[config.mk]
export PLATFORM = sky130hd
export DESIGN_NAME = tcpu_core
export DESIGN_NICKNAME = d
export VERILOG_FILES = /design/src/logic/tcpu_pkg.sv /design/src/logic/tcpu_core.sv /design/src/logic/tcpu_event_det.sv
export SDC_FILE = /design/constraint.sdc
export NUM_CORES = 1
export LEC_CHECK = 0
export BUFFER_PORTS_ARGS = -buffer_cell sky130_fd_sc_hd__buf_4
export CORE_MARGIN = 2
export CORE_UTILIZATION = 45
export DETAILED_ROUTE_END_ITERATION = 10
export PLACE_DENSITY = 0.65
export SETUP_SLACK_MARGIN = 0.2
export SYNTH_ARGS = -nofsm -noshare
export SYNTH_HDL_FRONTEND = slang
export SYNTH_HIERARCHICAL = 1
export SYNTH_SLANG_ARGS = --single-unit
export TNS_END_PERCENT = 30
[constraint.sdc]
create_clock -name clk_in -period 8.5 [get_ports clk_in]
set_clock_uncertainty 0.1 [all_clocks]
set_input_delay 1.275 -clock clk_in [delete_from_list [all_inputs] [get_ports clk_in]]
set_output_delay 1.275 -clock clk_in [all_outputs]
set_load 0.01 [all_outputs]
[src/logic/tcpu_pkg.sv]
// Constants and types shared by the timer/counter/pulse unit.
// Assumes one clock domain; no register bus, configuration arrives on plain ports.
package tcpu_pkg;
  // Operating functions.
  typedef enum logic [2:0] {
    TCPU_FN_COMPARE = 3'h0,
    TCPU_FN_CAPTURE = 3'h1,
    TCPU_FN_QUAD = 3'h2,
    TCPU_FN_PWM = 3'h3,
    TCPU_FN_PRPWM = 3'h4,
    TCPU_FN_PWM_DT = 3'h5
  } tcpu_func_t;
  // Count directions.
  typedef enum logic [1:0] {
    TCPU_DIR_UP = 2'h0,
    TCPU_DIR_DOWN = 2'h1,
    TCPU_DIR_UPDN = 2'h2
  } tcpu_dir_t;
  // Event detection kinds.
  localparam logic [1:0] TCPU_EDGE_RISE = 2'h0;
  localparam logic [1:0] TCPU_EDGE_FALL = 2'h1;
  localparam logic [1:0] TCPU_EDGE_BOTH = 2'h2;
  localparam logic [1:0] TCPU_EDGE_LEVEL = 2'h3;
  // Largest prescaler exponent: divide by 2**7 = 128.
  localparam int TCPU_PRESC_MAX_LOG = 7;
  localparam logic [6:0] TCPU_PRESC_RESET = 7'h00;
  // Default counter width.
  localparam int TCPU_WIDTH_DEF = 32;
  // Pseudo-random generator seed and tap mask.
  localparam logic [31:0] TCPU_LFSR_SEED = 32'h0000_0001;
  localparam logic [31:0] TCPU_LFSR_TAPS = 32'h8020_0003;
  // Dead time counter width.
  localparam int TCPU_DT_WIDTH = 8;
endpackage

[src/logic/tcpu_core.sv]
// Timer/counter/pulse unit: counter, prescaler, compare/capture, PWM variants.
// Assumes event sources and kill come from outside the clock domain.
// Functional notes
// - Compare, capture, quadrature, PWM, random PWM, dead-time functions.
// - Count up, down, or up then down.
// - Prescaler divides by powers of two, 1..128.
// - Compare and period have software-written buffered copies.
// - Underflow, overflow, capture/compare pulse outputs.
// - Terminal count interrupt on overflow or underflow.
// - Capture/compare interrupt on capture or match.
// - PWM functions give a complementary output.
// - Five selectable event inputs: start, reload, stop, count, capture.
// - Each event: rising, falling, both edges, or level.
// - Kill forces outputs to configured safe state.
`timescale 1ns/1ps
module tcpu_core
#(
  parameter int WIDTH = tcpu_pkg::TCPU_WIDTH_DEF
)
(
  input wire logic clk_in,
  input wire logic rst_in,
  input wire logic enable_in,
  input wire tcpu_pkg::tcpu_func_t func_in,
  input wire tcpu_pkg::tcpu_dir_t dir_in,
  input wire logic [2:0] presc_log_in,
  input wire logic [WIDTH-1:0] period_buf_in,
  input wire logic [WIDTH-1:0] cc_buf_in,
  input wire logic swap_in,
  input wire logic [7:0] dead_time_in,
  input wire logic [4:0] evt_src_in [5],
  input wire logic [1:0] evt_mode_in [5],
  input wire logic [31:0] trig_in,
  input wire logic kill_in,
  input wire logic kill_level_in,
  input wire logic kill_level_cmp_in,
  output logic [WIDTH-1:0] count_out,
  output logic [WIDTH-1:0] capture_out,
  output logic [WIDTH-1:0] period_out,
  output logic [WIDTH-1:0] compare_out,
  output logic running_out,
  output logic underflow_out,
  output logic overflow_out,
  output logic cc_out,
  output logic irq_tc_out,
  output logic irq_cc_out,
  output logic pwm_out,
  output logic pwm_n_out
);
  // Event order: 0 start, 1 reload, 2 stop, 3 count, 4 capture.
  logic [4:0] evt;
  logic kill_s1_ff;
  logic kill_s2_ff;

  // Per-event source selection and detection.
  genvar gi;
  generate
    for (gi = 0; gi < 5; gi++)
    begin : g_evt
      tcpu_event_det u_det
      (
        .clk_in(clk_in),
        .rst_in(rst_in),
        .sig_in(trig_in[evt_src_in[gi]]),
        .mode_in(evt_mode_in[gi]),
        .evt_out(evt[gi])
      );
    end
  endgenerate

  // Kill is synchronised before any logic reads it.
  always_ff @(posedge clk_in or posedge rst_in)
  begin
    if (rst_in)
    begin
      kill_s1_ff <= 1'b0;
      kill_s2_ff <= 1'b0;
    end
    else
    begin
      kill_s1_ff <= kill_in;
      kill_s2_ff <= kill_s1_ff;
    end
  end

  // Core state.
  logic [WIDTH-1:0] cnt_ff, nxt_cnt;
  logic [WIDTH-1:0] per_ff, nxt_per;
  logic [WIDTH-1:0] cmp_ff, nxt_cmp;
  logic [WIDTH-1:0] cap_ff, nxt_cap;
  logic [6:0] pre_ff, nxt_pre;
  logic run_ff, nxt_run;
  logic down_ff, nxt_down;
  logic uf_ff, nxt_uf;
  logic of_ff, nxt_of;
  logic cc_ff, nxt_cc;
  logic swap_pend_ff, nxt_swap_pend;
  logic pwm_raw_ff, nxt_pwm_raw;
  logic [31:0] lfsr_ff, nxt_lfsr;
  logic [1:0] qab_ff, nxt_qab;
  logic tick;
  logic [6:0] pre_mask;

  // Terminal value of the prescaler: all ones in the low presc_log bits.
  always_comb
  begin
    pre_mask = 7'(({7'h00, 1'b1} << presc_log_in) - 8'h01);
    tick = (pre_ff & pre_mask) == pre_mask;
  end

  // Next-state logic for counter, buffers, events and PWM level.
  always_comb
  begin
    logic step;
    logic go_down;
    logic at_end;
    logic ovf;
    logic unf;
    logic [1:0] qd;
    step = 1'b0;
    go_down = down_ff;
    at_end = 1'b0;
    ovf = 1'b0;
    unf = 1'b0;
    qd = 2'h0;
    nxt_cnt = cnt_ff;
    nxt_per = per_ff;
    nxt_cmp = cmp_ff;
    nxt_cap = cap_ff;
    nxt_pre = pre_ff;
    nxt_run = run_ff;
    nxt_down = down_ff;
    nxt_uf = 1'b0;
    nxt_of = 1'b0;
    nxt_cc = 1'b0;
    nxt_swap_pend = swap_pend_ff | swap_in;
    nxt_pwm_raw = pwm_raw_ff;
    nxt_lfsr = lfsr_ff;
    nxt_qab = {evt[3], evt[4]};
    // Start and stop; stop wins when both arrive.
    if (evt[0] && enable_in)
    begin
      nxt_run = 1'b1;
    end
    if (evt[2] || !enable_in)
    begin
      nxt_run = 1'b0;
    end
    // Reload restarts the count from the direction's origin.
    if (evt[1] && enable_in)
    begin
      nxt_run = 1'b1;
      nxt_cnt = (dir_in == tcpu_pkg::TCPU_DIR_DOWN) ? per_ff : '0;
      nxt_down = (dir_in == tcpu_pkg::TCPU_DIR_DOWN);
    end
    else if (run_ff)
    begin
      nxt_pre = (tick) ? 7'h00 : 7'(pre_ff + 7'h01);
      if (func_in == tcpu_pkg::TCPU_FN_QUAD)
      begin
        // Quadrature: count and capture inputs carry phases A and B.
        qd = qab_ff ^ {evt[3], evt[4]};
        if (qd != 2'h0)
        begin
          step = 1'b1;
          go_down = (qab_ff[1] ^ evt[4]) ? 1'b0 : 1'b1;
          if (qd == 2'h3)
          begin
            step = 1'b0;
          end
        end
      end
      else
      begin
        // A level-mode count input counts on every tick only while it is active.
        step = tick && evt[3];
      end
      if (step)
      begin
        // Terminal points at period or at the width limit counting up, at zero counting down.
        if (!go_down)
        begin
          at_end = (cnt_ff == per_ff) || (cnt_ff == '1);
          if (at_end && dir_in == tcpu_pkg::TCPU_DIR_UPDN)
          begin
            nxt_down = 1'b1;
            nxt_cnt = WIDTH'(cnt_ff - 1'b1);
            ovf = 1'b1;
          end
          else if (at_end)
          begin
            nxt_cnt = '0;
            ovf = 1'b1;
          end
          else
          begin
            nxt_cnt = WIDTH'(cnt_ff + 1'b1);
          end
        end
        else
        begin
          at_end = (cnt_ff == '0);
          if (at_end && dir_in == tcpu_pkg::TCPU_DIR_UPDN)
          begin
            nxt_down = 1'b0;
            nxt_cnt = WIDTH'(cnt_ff + 1'b1);
            unf = 1'b1;
          end
          else if (at_end)
          begin
            nxt_cnt = per_ff;
            unf = 1'b1;
          end
          else
          begin
            nxt_cnt = WIDTH'(cnt_ff - 1'b1);
          end
        end
        if (func_in != tcpu_pkg::TCPU_FN_QUAD && dir_in != tcpu_pkg::TCPU_DIR_UPDN)
        begin
          nxt_down = (dir_in == tcpu_pkg::TCPU_DIR_DOWN);
        end
        nxt_lfsr = {lfsr_ff[30:0], ^(lfsr_ff & tcpu_pkg::TCPU_LFSR_TAPS)};
      end
    end
    nxt_of = ovf;
    nxt_uf = unf;
    // Swap buffered values only at a terminal point, never mid-period.
    if ((ovf || unf) && swap_pend_ff)
    begin
      nxt_per = period_buf_in;
      nxt_cmp = cc_buf_in;
      nxt_swap_pend = swap_in;
    end
    // Capture or compare event.
    if (func_in == tcpu_pkg::TCPU_FN_CAPTURE)
    begin
      if (evt[4] && run_ff)
      begin
        nxt_cap = cnt_ff;
        nxt_cc = 1'b1;
      end
    end
    else if (func_in != tcpu_pkg::TCPU_FN_QUAD)
    begin
      nxt_cc = step && (nxt_cnt == cmp_ff);
    end
    // PWM level: below compare is active, random variant compares LFSR.
    if (func_in == tcpu_pkg::TCPU_FN_PRPWM)
    begin
      nxt_pwm_raw = WIDTH'(lfsr_ff[WIDTH-1:0]) < cmp_ff;
    end
    else
    begin
      nxt_pwm_raw = nxt_cnt < cmp_ff;
    end
  end

  // Registers only.
  always_ff @(posedge clk_in or posedge rst_in)
  begin
    if (rst_in)
    begin
      cnt_ff <= '0;
      per_ff <= '1;
      cmp_ff <= '0;
      cap_ff <= '0;
      pre_ff <= tcpu_pkg::TCPU_PRESC_RESET;
      run_ff <= 1'b0;
      down_ff <= 1'b0;
      uf_ff <= 1'b0;
      of_ff <= 1'b0;
      cc_ff <= 1'b0;
      swap_pend_ff <= 1'b0;
      pwm_raw_ff <= 1'b0;
      lfsr_ff <= tcpu_pkg::TCPU_LFSR_SEED;
      qab_ff <= 2'h0;
    end
    else
    begin
      cnt_ff <= nxt_cnt;
      per_ff <= nxt_per;
      cmp_ff <= nxt_cmp;
      cap_ff <= nxt_cap;
      pre_ff <= nxt_pre;
      run_ff <= nxt_run;
      down_ff <= nxt_down;
      uf_ff <= nxt_uf;
      of_ff <= nxt_of;
      cc_ff <= nxt_cc;
      swap_pend_ff <= nxt_swap_pend;
      pwm_raw_ff <= nxt_pwm_raw;
      lfsr_ff <= nxt_lfsr;
      qab_ff <= nxt_qab;
    end
  end

  // Dead-time insertion: each rising edge waits dead_time prescaled ticks.
  logic [tcpu_pkg::TCPU_DT_WIDTH-1:0] dt_ff, nxt_dt;
  logic pwm_ff, nxt_pwm;
  logic pwmn_ff, nxt_pwmn;
  logic pwm_fn;

  // Outputs follow the raw level; dead time only holds back the rise.
  always_comb
  begin
    pwm_fn = (func_in == tcpu_pkg::TCPU_FN_PWM) || (func_in == tcpu_pkg::TCPU_FN_PRPWM)
             || (func_in == tcpu_pkg::TCPU_FN_PWM_DT);
    nxt_dt = dt_ff;
    nxt_pwm = pwm_raw_ff;
    nxt_pwmn = ~pwm_raw_ff;
    if (func_in == tcpu_pkg::TCPU_FN_PWM_DT)
    begin
      // Both low while the dead counter runs, so they never overlap.
      if (pwm_raw_ff != pwm_ff || pwm_raw_ff == pwmn_ff)
      begin
        nxt_pwm = 1'b0;
        nxt_pwmn = 1'b0;
        if (dt_ff == dead_time_in)
        begin
          nxt_pwm = pwm_raw_ff;
          nxt_pwmn = ~pwm_raw_ff;
          nxt_dt = '0;
        end
        else if (tick)
        begin
          nxt_dt = tcpu_pkg::TCPU_DT_WIDTH'(dt_ff + 1'b1);
        end
      end
      else
      begin
        nxt_dt = '0;
      end
    end
  end

  // Registers only.
  always_ff @(posedge clk_in or posedge rst_in)
  begin
    if (rst_in)
    begin
      dt_ff <= '0;
      pwm_ff <= 1'b0;
      pwmn_ff <= 1'b0;
    end
    else
    begin
      dt_ff <= nxt_dt;
      pwm_ff <= nxt_pwm;
      pwmn_ff <= nxt_pwmn;
    end
  end

  // Kill overrides the drive with configured safe levels.
  assign pwm_out = kill_s2_ff ? kill_level_in : (pwm_fn & pwm_ff);
  assign pwm_n_out = kill_s2_ff ? kill_level_cmp_in : (pwm_fn & pwmn_ff);
  assign count_out = cnt_ff;
  assign capture_out = cap_ff;
  assign period_out = per_ff;
  assign compare_out = cmp_ff;
  assign running_out = run_ff;
  assign underflow_out = uf_ff;
  assign overflow_out = of_ff;
  assign cc_out = cc_ff;
  assign irq_tc_out = uf_ff | of_ff;
  assign irq_cc_out = cc_ff;
endmodule

[src/logic/tcpu_event_det.sv]
// Event input detector for the timer/counter/pulse unit.
// Assumes the input comes from outside the clock domain; it is synchronised here.
`timescale 1ns/1ps
module tcpu_event_det
(
  input wire logic clk_in,
  input wire logic rst_in,
  input wire logic sig_in,
  input wire logic [1:0] mode_in,
  output logic evt_out
);
  // Two-stage synchroniser, then one history stage for edge detection.
  logic sync1_ff;
  logic sync2_ff;
  logic prev_ff;
  logic nxt_sync1;
  logic nxt_sync2;
  logic nxt_prev;
  // Counts the clock cycles since reset; edges stay masked until the history holds a real pin value.
  logic [1:0] age_ff;
  logic [1:0] nxt_age;
  logic armed;

  // Next values: the first stage feeds only the second stage.
  always_comb
  begin
    nxt_sync1 = sig_in;
    nxt_sync2 = sync1_ff;
    nxt_prev = sync2_ff;
    nxt_age = (age_ff == 2'h3) ? age_ff : 2'(age_ff + 2'h1);
  end

  // Registers only.
  always_ff @(posedge clk_in or posedge rst_in)
  begin
    if (rst_in)
    begin
      sync1_ff <= 1'b0;
      sync2_ff <= 1'b0;
      prev_ff <= 1'b0;
      age_ff <= 2'h0;
    end
    else
    begin
      sync1_ff <= nxt_sync1;
      sync2_ff <= nxt_sync2;
      prev_ff <= nxt_prev;
      age_ff <= nxt_age;
    end
  end

  // Detection kind selects the pulse shape.
  // A pin that idles high would otherwise look like a rising edge right after reset.
  always_comb
  begin
    armed = (age_ff == 2'h3);
    unique case (mode_in)
      tcpu_pkg::TCPU_EDGE_RISE: evt_out = armed & sync2_ff & ~prev_ff;
      tcpu_pkg::TCPU_EDGE_FALL: evt_out = armed & ~sync2_ff & prev_ff;
      tcpu_pkg::TCPU_EDGE_BOTH: evt_out = armed & (sync2_ff ^ prev_ff);
      tcpu_pkg::TCPU_EDGE_LEVEL: evt_out = sync2_ff;
    endcase
  end
endmodule

== Word-level counts from Yosys, hierarchy flattened ==
Cells that the tools add are included.
Storage, ports and cells
  word-level logic and storage cells: 253
  bits in registers: 213
  bits in writable memories: 0
  output and inout port bits: 136
  ROM bits: 0
  latch bits: 0
  memories: 0
  input port bits: 154
Cells by class
  muxes and demuxes: 75
  divide/modulo/power cells: 0
  shift operators: 1
  bitwise logic cells: 49
  order comparisons: 7
  add/sub/neg operators: 10
  reduce and logical (&&, ||, !) cells: 33
  equality and inequality tests: 39
  multipliers: 0
Operator list (count)
  $mux W32: 9
  $eq A32 B32 Y1: 2
  $lt A32 B32 Y1: 2
  $mux W1: 52
  $eq A2 B2 Y1 const B: 17
  $add A32 B1 Y32 const B: 1
  $eq A32 B32 Y1 const B: 1
  $logic_not A32 Y1: 1
  $reduce_xor A32 Y1: 1
  $sub A32 B1 Y32 const B: 1
  $lt A5 B6 Y1 const B: 5
  $and A1 B1 Y1: 27
  $bmux W1 S5: 5
  $mux W8: 3
  $pmux W1 S4: 5
  $eq A2 B1 Y1 const B: 6
  $not A1 Y1: 12
  $add A2 B1 Y2 const B: 5
  $logic_not A2 Y1: 5
  $logic_and A1 B1 Y1: 9
  $add A8 B1 Y8 const B: 1
  $eq A8 B8 Y1: 1
  $add A7 B1 Y7 const B: 1
  $and A7 B7 Y7: 1
  other kinds (23): 41

== Depth between registers and ports, before layout ==
Gate-level depths: netlist of the first run.
  depth in word-level cells: 18
  gate-level depth with buffers: 21
  depth with buffers taken out: 20

== Cells and area by module ==
Netlist of the first run, hierarchy kept.
Modules (own cells, without submodules)
  tcpu_core: sequential area each 4745.8 um^2, area an instance 13426.6 um^2, times used 1, cells an instance 1382
  tcpu_event_det: sequential area each 125.1 um^2, area an instance 198.9 um^2, times used 5, cells an instance 15

== Worst setup path before layout of the first run ==
No wires, ideal clock.
  path type: input to register
  start point: input evt_mode_in[0] (netlist name)
  end point: register cc_ff (netlist: cc_out)
  buffers on the path: 1
  required time: 8.317 ns
  path slack: 3.253 ns
  arrival: 5.064 ns
  setup time: 0.083 ns
  cell stages on the path: 16
  cell sequence: xnor2_1 > o31ai_1 > xnor2_1 > ha_1 > and2b_1 > mux2i_1 > clkbuf_1 > nor2_1 > a222oi_1 > nand2_1 > ha_1 > nand4_1 > nor3_1 > nand3_1 > or4_1 > o21ai_0
On the way
  word-level cells in the longest chain between the ends: 16
  elaborated cells between the ends (all ways): 31
  classes of those cells: 5 x eq/ne; 20 x mux; 2 x bitwise; 4 x reduce/logical
Ends and longest elaborated chain
  from (decl): line tcpu_core.sv:32  | input wire logic [1:0] evt_mode_in [5],
  $eq A2 B2 Y1 (tied with other cells): line tcpu_event_det.sv:57  | unique case (mode_in)
  $pmux W1 S4 *: line tcpu_event_det.sv:57
  net evt[4]: line tcpu_core.sv:51  | logic [4:0] evt;
  $xor A2 B2 Y2 / $xor A1 B1 Y1 (equally long branches): line tcpu_core.sv:162, tcpu_core.sv:166
  $eq A2 B2 Y1 (tied with other cells): line tcpu_core.sv:167  | if (qd == 2'h3)
  $mux W1 (on tied branches): line tcpu_core.sv:167, tcpu_core.sv:163
  $mux W1 (on tied branches): line tcpu_core.sv:163, tcpu_core.sv:159
  $mux W1 (on tied branches): line tcpu_core.sv:159, tcpu_core.sv:156
  [3 not listed]
  $mux W32 *: line tcpu_core.sv:156  | else if (run_ff)
  $mux W32 *: line tcpu_core.sv:150  | if (evt[1] && enable_in)
  net nxt_cnt[31]: line tcpu_core.sv:87  | logic [WIDTH-1:0] cnt_ff, nxt_cnt;
  $eq A32 B32 Y1 *: line tcpu_core.sv:246  | nxt_cc = step && (nxt_cnt == cmp_ff);
  $logic_and A1 B1 Y1 *: line tcpu_core.sv:246
  $mux W1 *: line tcpu_core.sv:244  | else if (func_in != tcpu_pkg::TCPU_FN_QUAD)
  $mux W1 *: line tcpu_core.sv:236  | if (func_in == tcpu_pkg::TCPU_FN_CAPTURE)
  net nxt_cc: line tcpu_core.sv:96  | logic cc_ff, nxt_cc;
  to (signal assigned): line tcpu_core.sv:290  | cc_ff <= nxt_cc;
  to (decl): line tcpu_core.sv:96
The timed path passes the listed nets; every way through them passes the cells marked *. The select of a mux whose other input is x is not followed.
A chain may end at the register's enable or synchronous reset.

== Worst setup path in the final report of the first run ==
  start point: input evt_mode_in[6] (netlist name)
  end point: register pwm_raw_ff
On the way
  word-level cells in the longest chain between the ends: 6
  elaborated cells between the ends (all ways): 9
  classes of those cells: 1 x order compare; 3 x eq/ne; 3 x mux; 2 x reduce/logical
Ends and longest elaborated chain
  $eq A2 B2 Y1 (tied with other cells): line tcpu_event_det.sv:57
  $pmux W1 S4 *: line tcpu_event_det.sv:57
  net evt[1]: line tcpu_core.sv:51
  $logic_and A1 B1 Y1 *: line tcpu_core.sv:150
  $mux W32 *: line tcpu_core.sv:150
  net nxt_cnt[4]: line tcpu_core.sv:87
  $lt A32 B32 Y1 *: line tcpu_core.sv:255  | nxt_pwm_raw = nxt_cnt < cmp_ff;
  $mux W1 *: line tcpu_core.sv:249  | if (func_in == tcpu_pkg::TCPU_FN_PRPWM)
  net nxt_pwm_raw: line tcpu_core.sv:98  | logic pwm_raw_ff, nxt_pwm_raw;
  to (signal assigned): line tcpu_core.sv:292  | pwm_raw_ff <= nxt_pwm_raw;
  to (decl): line tcpu_core.sv:98
The timed path passes the listed nets; every way through them passes the cells marked *.

==> impl_results.md, run 1 <==
- Status: completed
- Hold WC Path Type: flop to flop
- Unique masters post-synth: 79
- CP startpoint kind: input port
- # IOs: 290
- Setup_tns: 0 ns
- Share of the yosys chip area belonging to registers: 0.3725
- Port bufs: 289
- Post-Synth Adder-Cell Area: 0.06334
- Most frequent cells in the layout: buf_4, nand2_1, dfrtp_1
- Row count: 65
- Synth Cell Area: 0.01442 sq mm
- CP cell instances: buf_4 > xnor2_1 > o31ai_1 > nand2_1 > nand2_1 > nand3b_1 > nor2_4 > o21ai_0 > o211ai_1 > a2bb2oi_1 > ha_1 > o21ai_0 > a21oi_1 > nor3_1 > nor2_1 > nor3_1 > o311ai_0 > o22ai_1
- Period utilization: 0.6845
- Hpwl dp: 33.30 mm
- Post-Place Cells: 2063
- Clock power frac: 0.208
- Main synth FF type: dfrtp_1
- WP data required: 8.85 ns
- Clock latency on the worst-skew pair: 0.54 ns
- Commonest non-fill, non-tap cell in the layout: buf_4
- Max Fanout on Critical Path: 35
- Post-CTS Setup Bufs: 0
- Design area: 0.01760 sq mm
- Final hold violations: 0
- Clock-pin slew on the worst setup and hold paths: 0.06 ns
- H-tree depth: 1
- WL final: 45.66 mm
- Worst-Margin Slew: 1.050 ns
- LEAKAGE: 8.123 nW
- CTS tree: done
- Number of buffers and inverters on the critical path: 1
- Antenna Nets Post-Route: 0
- Routability cong.: 0.9611
- Initial Util: 0.4570
- DR vias/cell: 6.002
- Finish-stage setup viols: 0
- Area growth syn-to-layout: 22.06%
- Switch share: 0.4482
- Max-slew violations: 0
- Remaining DRCs: 0
- Hold Buf Count CTS: 0
- Arrival time at the worst endpoint: 6.17 ns
- Mux contribution to synthesized area: 0.1672
- Tot GR Track Use: 0.2701
- Root Driver: clkbuf_16
- Combinational share of power: 0.510
- Pint: 2.975 mW
- Max IR drop VDD: 0.2012 mV
- CP top delay family: simple AND/OR/NAND/NOR gates
- XOR/XNOR share of the synthesized area: 0.06012
- RSZ-0062 raised after global routing: no
- CTS sink count: 213
- Yosys reg bits: 213
- Max-cap viol count: 0
- GRT Residual Overflow: 0
- Seq pwr share: 0.282
- Placed cell areas: 0.01675 sq mm
- Largest family of logic cells by synthesized area: simple AND/OR/NAND/NOR gates
- Compound-gate portion of the synthesized area: 0.1236
- Core region area: 0.03156 sq mm
- Clock Tree Buf Depth: 3
- CP max stage delay: 0.80 ns
- Share of cells above drive strength 1: 0.2941
- Cells after Synth: 1457
- Largest net degree at the start of global routing: 141
- Filler cells: 2800
- Width of the die: 183.0 microns
- Vias in the first global route: 12070
- Period minus WS final: 5.818 ns
- CP max-delay cell: nor2_4
- Post-Synth Simple-Gate Area: 0.1692
- Worst setup EP type: flop
- Resize count post-CTS: 0
- Avg WL per Cell: 21.65 microns
- Syn nets: 1684
- Syn. warnings: 6
- Drt pass-1 iters: 5
- First-pass GRT wire length: 70.66 mm
- EDFF count, synth: 0
- DRT iter0 DRCs: 1317
- Final antenna diode count: 0
- Num CTS Buffers: 25
- CP Class: input port to flop
- Max-slew headroom: 0.3003
- Die area: 0.03349 sq mm
- Die height: 183.0 microns
- Final Non-Filler Cells: 2109
- Mean Syn Cell Area: 9.898 sq um
- Initial antenna violation count: 0
- Final Util: 0.5579
- Fin nets: 1915
- FMAX: 171.9 MHz
- FFs w/ async S/R, synth: 1.000
- Vias: 12660
- Pwr Density: 306.2 mW/mm^2
- Sw Pwr: 2.416 mW
-- sequential cells by signal, summed over array words and instances (netlist names), 2 cells and up --
name and flops:
capture_out 32, compare_out 32, count_out 32, lfsr_ff 32, period_out 32, g_evt.u_det/age_ff 10, dt_ff 8, pre_ff 7
g_evt.u_det/nxt_prev 5, g_evt.u_det/nxt_sync2 5, g_evt.u_det/prev_ff 5, qab_ff 2
-- stage by stage --
step / power, mW / hold WS, ns / worst slack [ns]
finish: 5.391 / 0.2447 / 2.682
global route: 5.699 / 0.2447 / 2.411
CTS: 5.336 / 0.2457 / 2.850
detailed placement: 4.190 / 0.2347 / 2.335
global placement: 4.165 / 0.2332 / 2.466
floorplan: 3.277 / 0.2312 / 2.066
-- kinds of logic after synthesis --
| group | Yosys count |
|---|---|
| buf+inv | 142 |
| compound gates | 264 |
| flops | 213 |
| xor+xnor | 99 |
| mux | 165 |
| simple gates | 501 |
| fa+ha+maj | 73 |
-- worst register-to-register path: stages, from the launching register on --
cell and delay [ns]:
dfrtp_1 0.65, ha_1 0.29, nand3_1 0.24, nor4_4 0.57, nand4_1 0.27, a21bo_2 0.92
buf_4 0.51, nor2_1 0.10, a311oi_1 0.27, a21o_1 0.12, o21ai_0 0.18, ha_1 0.40
nand4_1 0.10, nor2_1 0.16, nand3_1 0.12, or4_1 0.53, o21ai_0 0.15
-- final timing paths --
kind	from	to	cells after the start	slack, ns
worst min-delay path	g_evt[2].u_det/nxt_sync2$_DFF_PP0_	g_evt[2].u_det/nxt_prev$_DFF_PP0_	0	0.24
min in group asynchronous	rst_in	g_evt[4].u_det/prev_ff$_DFF_PP0_	2	0.60
worst min register to register	g_evt[2].u_det/nxt_sync2$_DFF_PP0_	g_evt[2].u_det/nxt_prev$_DFF_PP0_	0	0.24
worst max register to register	count_out[0]$_DFF_PP0_	cc_out$_DFF_PP0_	16	2.74
worst max-delay path	evt_mode_in[6]	pwm_raw_ff$_DFF_PP0_	18	2.68
max in group asynchronous	rst_in	count_out[7]$_DFF_PP0_	3	6.17
-- area by class of cell --
class | count | area [sq um] | area share
tap | 402 | 503.0 | 0.02857
multi-input combinational | 1102 | 8441 | 0.4795
clock inverter | 10 | 135.1 | 0.007676
sequential | 213 | 5371 | 0.3051
timing repair buffer | 301 | 2260 | 0.1284
inverter | 45 | 176.4 | 0.01002
clock buffer | 36 | 716.9 | 0.04073
-- power groups by stage --
stage,sequential [mW],clock [mW],combinational (mW)
CTS,1.51,1.14,2.68
finish,1.52,1.12,2.75
floorplan,1.39,0,1.88
detailed placement,1.53,0,2.66
global route,1.55,1.19,2.97
global placement,1.52,0,2.64
-- Yosys cell counts, drive strengths merged, types with 4 or more instances --
library cell    n  area (sq um)
a21oi          48         240.2
a211oi         13         97.59
or4             6         52.55
and2            9         56.31
o221ai          4         41.29
a22oi          10         75.07
nor3           24         120.1
buf            42         260.3
a221oi          8         70.07
xnor2          76         665.6
o22ai           5         31.28
nand2b          8         50.05
o21ai          70         350.3
o211ai         18         135.1
dfrtp         180          4504
a31oi          18         112.6
dfstp          33         867.1
nand3          45         237.7
ha             73         913.4
o31ai          12         103.9
or2             4         25.02
a221o           6         60.06
nor4           17         191.4
or3             7         43.79
a311o           5         50.05
mux2i          11         110.1
and3           17         112.6
xor2           23         201.4
nor2b          11         68.82
a311oi          4         35.03
a21o           14         105.1
nand2         208         780.8
o21a            4         30.03
mux4           50          1126
inv            45         168.9
nand3b          5         37.54
clkbuf         55         206.5
nor2           97         364.1
nand4          34         212.7
mux2          104          1175
-- routing by layer --
layer	track usage	routed length, microns
met1	0.3903	19300
met5	0	0
met4	0.09600	1775
met2	0.4086	20190
met3	0.04766	4398
(Power assumes the default switching activity.)
==> run 2, diff against run 1 <==
clock period = 5.76 ns   (was 8.5 ns; I/O delays follow)
==> impl_results.md, run 2 (synthesis gave the netlist of run 1 again) <==
- Finish-stage setup viols: 0 (unchanged)
- Pwr Density: 448.6 mW/mm^2 (+46%)
- CTS tree: done
- Overall power: 7.999 mW (+48%)
- Crit path launch: count_out[0]$_DFF_PP0_
- Hold WC Path Type: input port to async pin
- Status: completed
- RSZ-0062 raised after global routing: no
- RR Endpoint: cc_out$_DFF_PP0_
- Placed cell areas: 0.01696 sq mm (+1.2%)
- H-tree depth: 1 (unchanged)
- Clock-pin slew on the worst setup and hold paths: 0.07 ns (about the same)
- Reg-to-reg startpoint: count_out[0]$_DFF_PP0_
- Clock Tree Buf Depth: 3 (unchanged)
- Period utilization: 0.9017
- Hold Buf Count CTS: 0 (unchanged)
- GRT Residual Overflow: 0 (unchanged)
- CP startpoint kind: flop
- CP max stage delay: 0.57 ns (-0.23 ns)
- Tot GR Track Use: 0.2671 (-0.002924)
- Worst-Margin Slew: 1.054 ns (+0.004499 ns)
- Worst setup EP type: flop
- Vias: 12610 (-0.36%)
- Max-slew violations: 0 (unchanged)
- Remaining DRCs: 0 (unchanged)
- Initial antenna violation count: 1 (+1)
- Final hold violations: 0 (unchanged)
- Clock latency on the worst-skew pair: 0.55 ns (about the same)
- Width of the die: 183.0 microns (unchanged)
- Routability cong.: 0.9459 (-1.6%)
- Period minus WS final: 5.194 ns
- WP data required: 6.12 ns (-2.73 ns)
- Largest net degree at the start of global routing: 65 (-54%)
- Root Driver: clkbuf_16
- Worst r2r path cells: 16 (unchanged)
- Fin nets: 1943 (+1.5%)
- CP endpoint: cc_out$_DFF_PP0_
- Setup slack, reg-to-reg: 0.57 ns (-2.17 ns)
- Antenna Nets Post-Route: 0 (unchanged)
- Share of cells above drive strength 1: 0.3082 (+0.01410)
- Area growth syn-to-layout: 23.64%
- DR vias/cell: 5.899 (-1.7%)
- Resize count post-CTS: 0 (unchanged)
- Initial Util: 0.4570 (unchanged)
- Vias in the first global route: 12170 (+0.80%)
- Max-slew headroom: 0.2973 (-0.002999)
- Avg WL per Cell: 21.15 microns (-2.3%)
- Design area: 0.01783 sq mm (+1.3%)
- Port bufs: 289 (unchanged)
- DRT iter0 DRCs: 1228 (-6.8%)
- Max IR drop VDD: 0.2685 mV (+33%)
- Drt pass-1 iters: 6 (+1)
- WL final: 45.23 mm (-0.96%)
- Setup_tns: 0 ns (unchanged)
- Core region area: 0.03156 sq mm (unchanged)
- Hpwl dp: 34.23 mm (+2.8%)
- Die area: 0.03349 sq mm (unchanged)
- Most frequent cells in the layout: buf_4, nand2_1, dfrtp_1
- # IOs: 290 (unchanged)
- Max Fanout on Critical Path: 11 (-69%)
- Arrival time at the worst endpoint: 5.55 ns (-0.62 ns)
- Max-cap viol count: 0 (unchanged)
- CP max-delay cell: dfrtp_1
- First-pass GRT wire length: 70.21 mm (-0.63%)
- Commonest non-fill, non-tap cell in the layout: buf_4
- CTS sink count: 213 (unchanged)
- Die height: 183.0 microns (unchanged)
- Final antenna diode count: 0 (unchanged)
- FMAX: 192.5 MHz
- CP cell instances: inv_1 > ha_1 > nor3b_2 > nand2_1 > or4_4 > or4_4 > o31ai_4 > a211oi_1 > o21ai_1 > nand3_1 > ha_1 > nand4_1 > nor3_1 > nand3_1 > or4_1 > o21ai_0
- CP Class: flop to flop
- Post-CTS Setup Bufs: 0 (unchanged)
- Num CTS Buffers: 26 (+4.0%)
- Row count: 65 (unchanged)
- LEAKAGE: 8.251 nW (+1.6%)
## run 2: through the flow
step                  util  std cells  setup slack [ns]  hold slack (ns)
global route        0.5651       2138            0.3302           0.1679
global placement    0.5373       2090            0.4033           0.2334
floorplan                -       1457            0.9244           0.2312
CTS                 0.5649       2138            0.6782           0.1542
detailed placement  0.5373       2090            0.3327           0.2358
finish              0.5651       2138            0.5663           0.1663
## run 2: final cells by class
| type | instances | area, sq um |
|---|---|---|
| clock buffers | 30 | 685.7 |
| clock inverters | 18 | 183.9 |
| flip-flops and latches | 213 | 5371 |
| inverters | 45 | 172.7 |
| repair buffers | 328 | 2475 |
| multi-input cells | 1102 | 8439 |
| well taps | 402 | 503.0 |
| fillers | 2789 | 13720 |
## run 2: routing by layer
metal  up-vias  GRT usage  wire (microns)
met5         -          0               0
met4         0    0.08352            1430
met3        96    0.05004            3659
met1      6088     0.3714           19510
met2       599     0.4245           20630
li1       5830          -               -
## run 2: worst min-delay path by stage
stage	slack, ns	to	cells past startpoint
after floorplan	0.23	g_evt[0].u_det/nxt_prev$_DFF_PP0_	0
after global placement	0.23	kill_s2_ff$_DFF_PP0_	0
after detailed placement	0.24	g_evt[3].u_det/nxt_prev$_DFF_PP0_	0
after CTS	0.15	g_evt[3].u_det/age_ff[0]$_DFFE_PP0P_	2
after global routing	0.17	g_evt[2].u_det/nxt_prev$_DFF_PP0_	2
final	0.17	g_evt[3].u_det/prev_ff$_DFF_PP0_	2
## run 2: worst max-delay path: cells and delay by family (launching register included)
family          cells  cell delay [ns]
simple gates        9             2.97
compound gates      4             0.63
fa+ha+maj           2             0.59
flops               1             0.57
buf+inv             1             0.23
## run 2: power breakdown
group / switching (mW) / internal (mW)
sequential: 0.420 / 1.76
combinational: 2.45 / 1.72
clock: 0.691 / 0.955
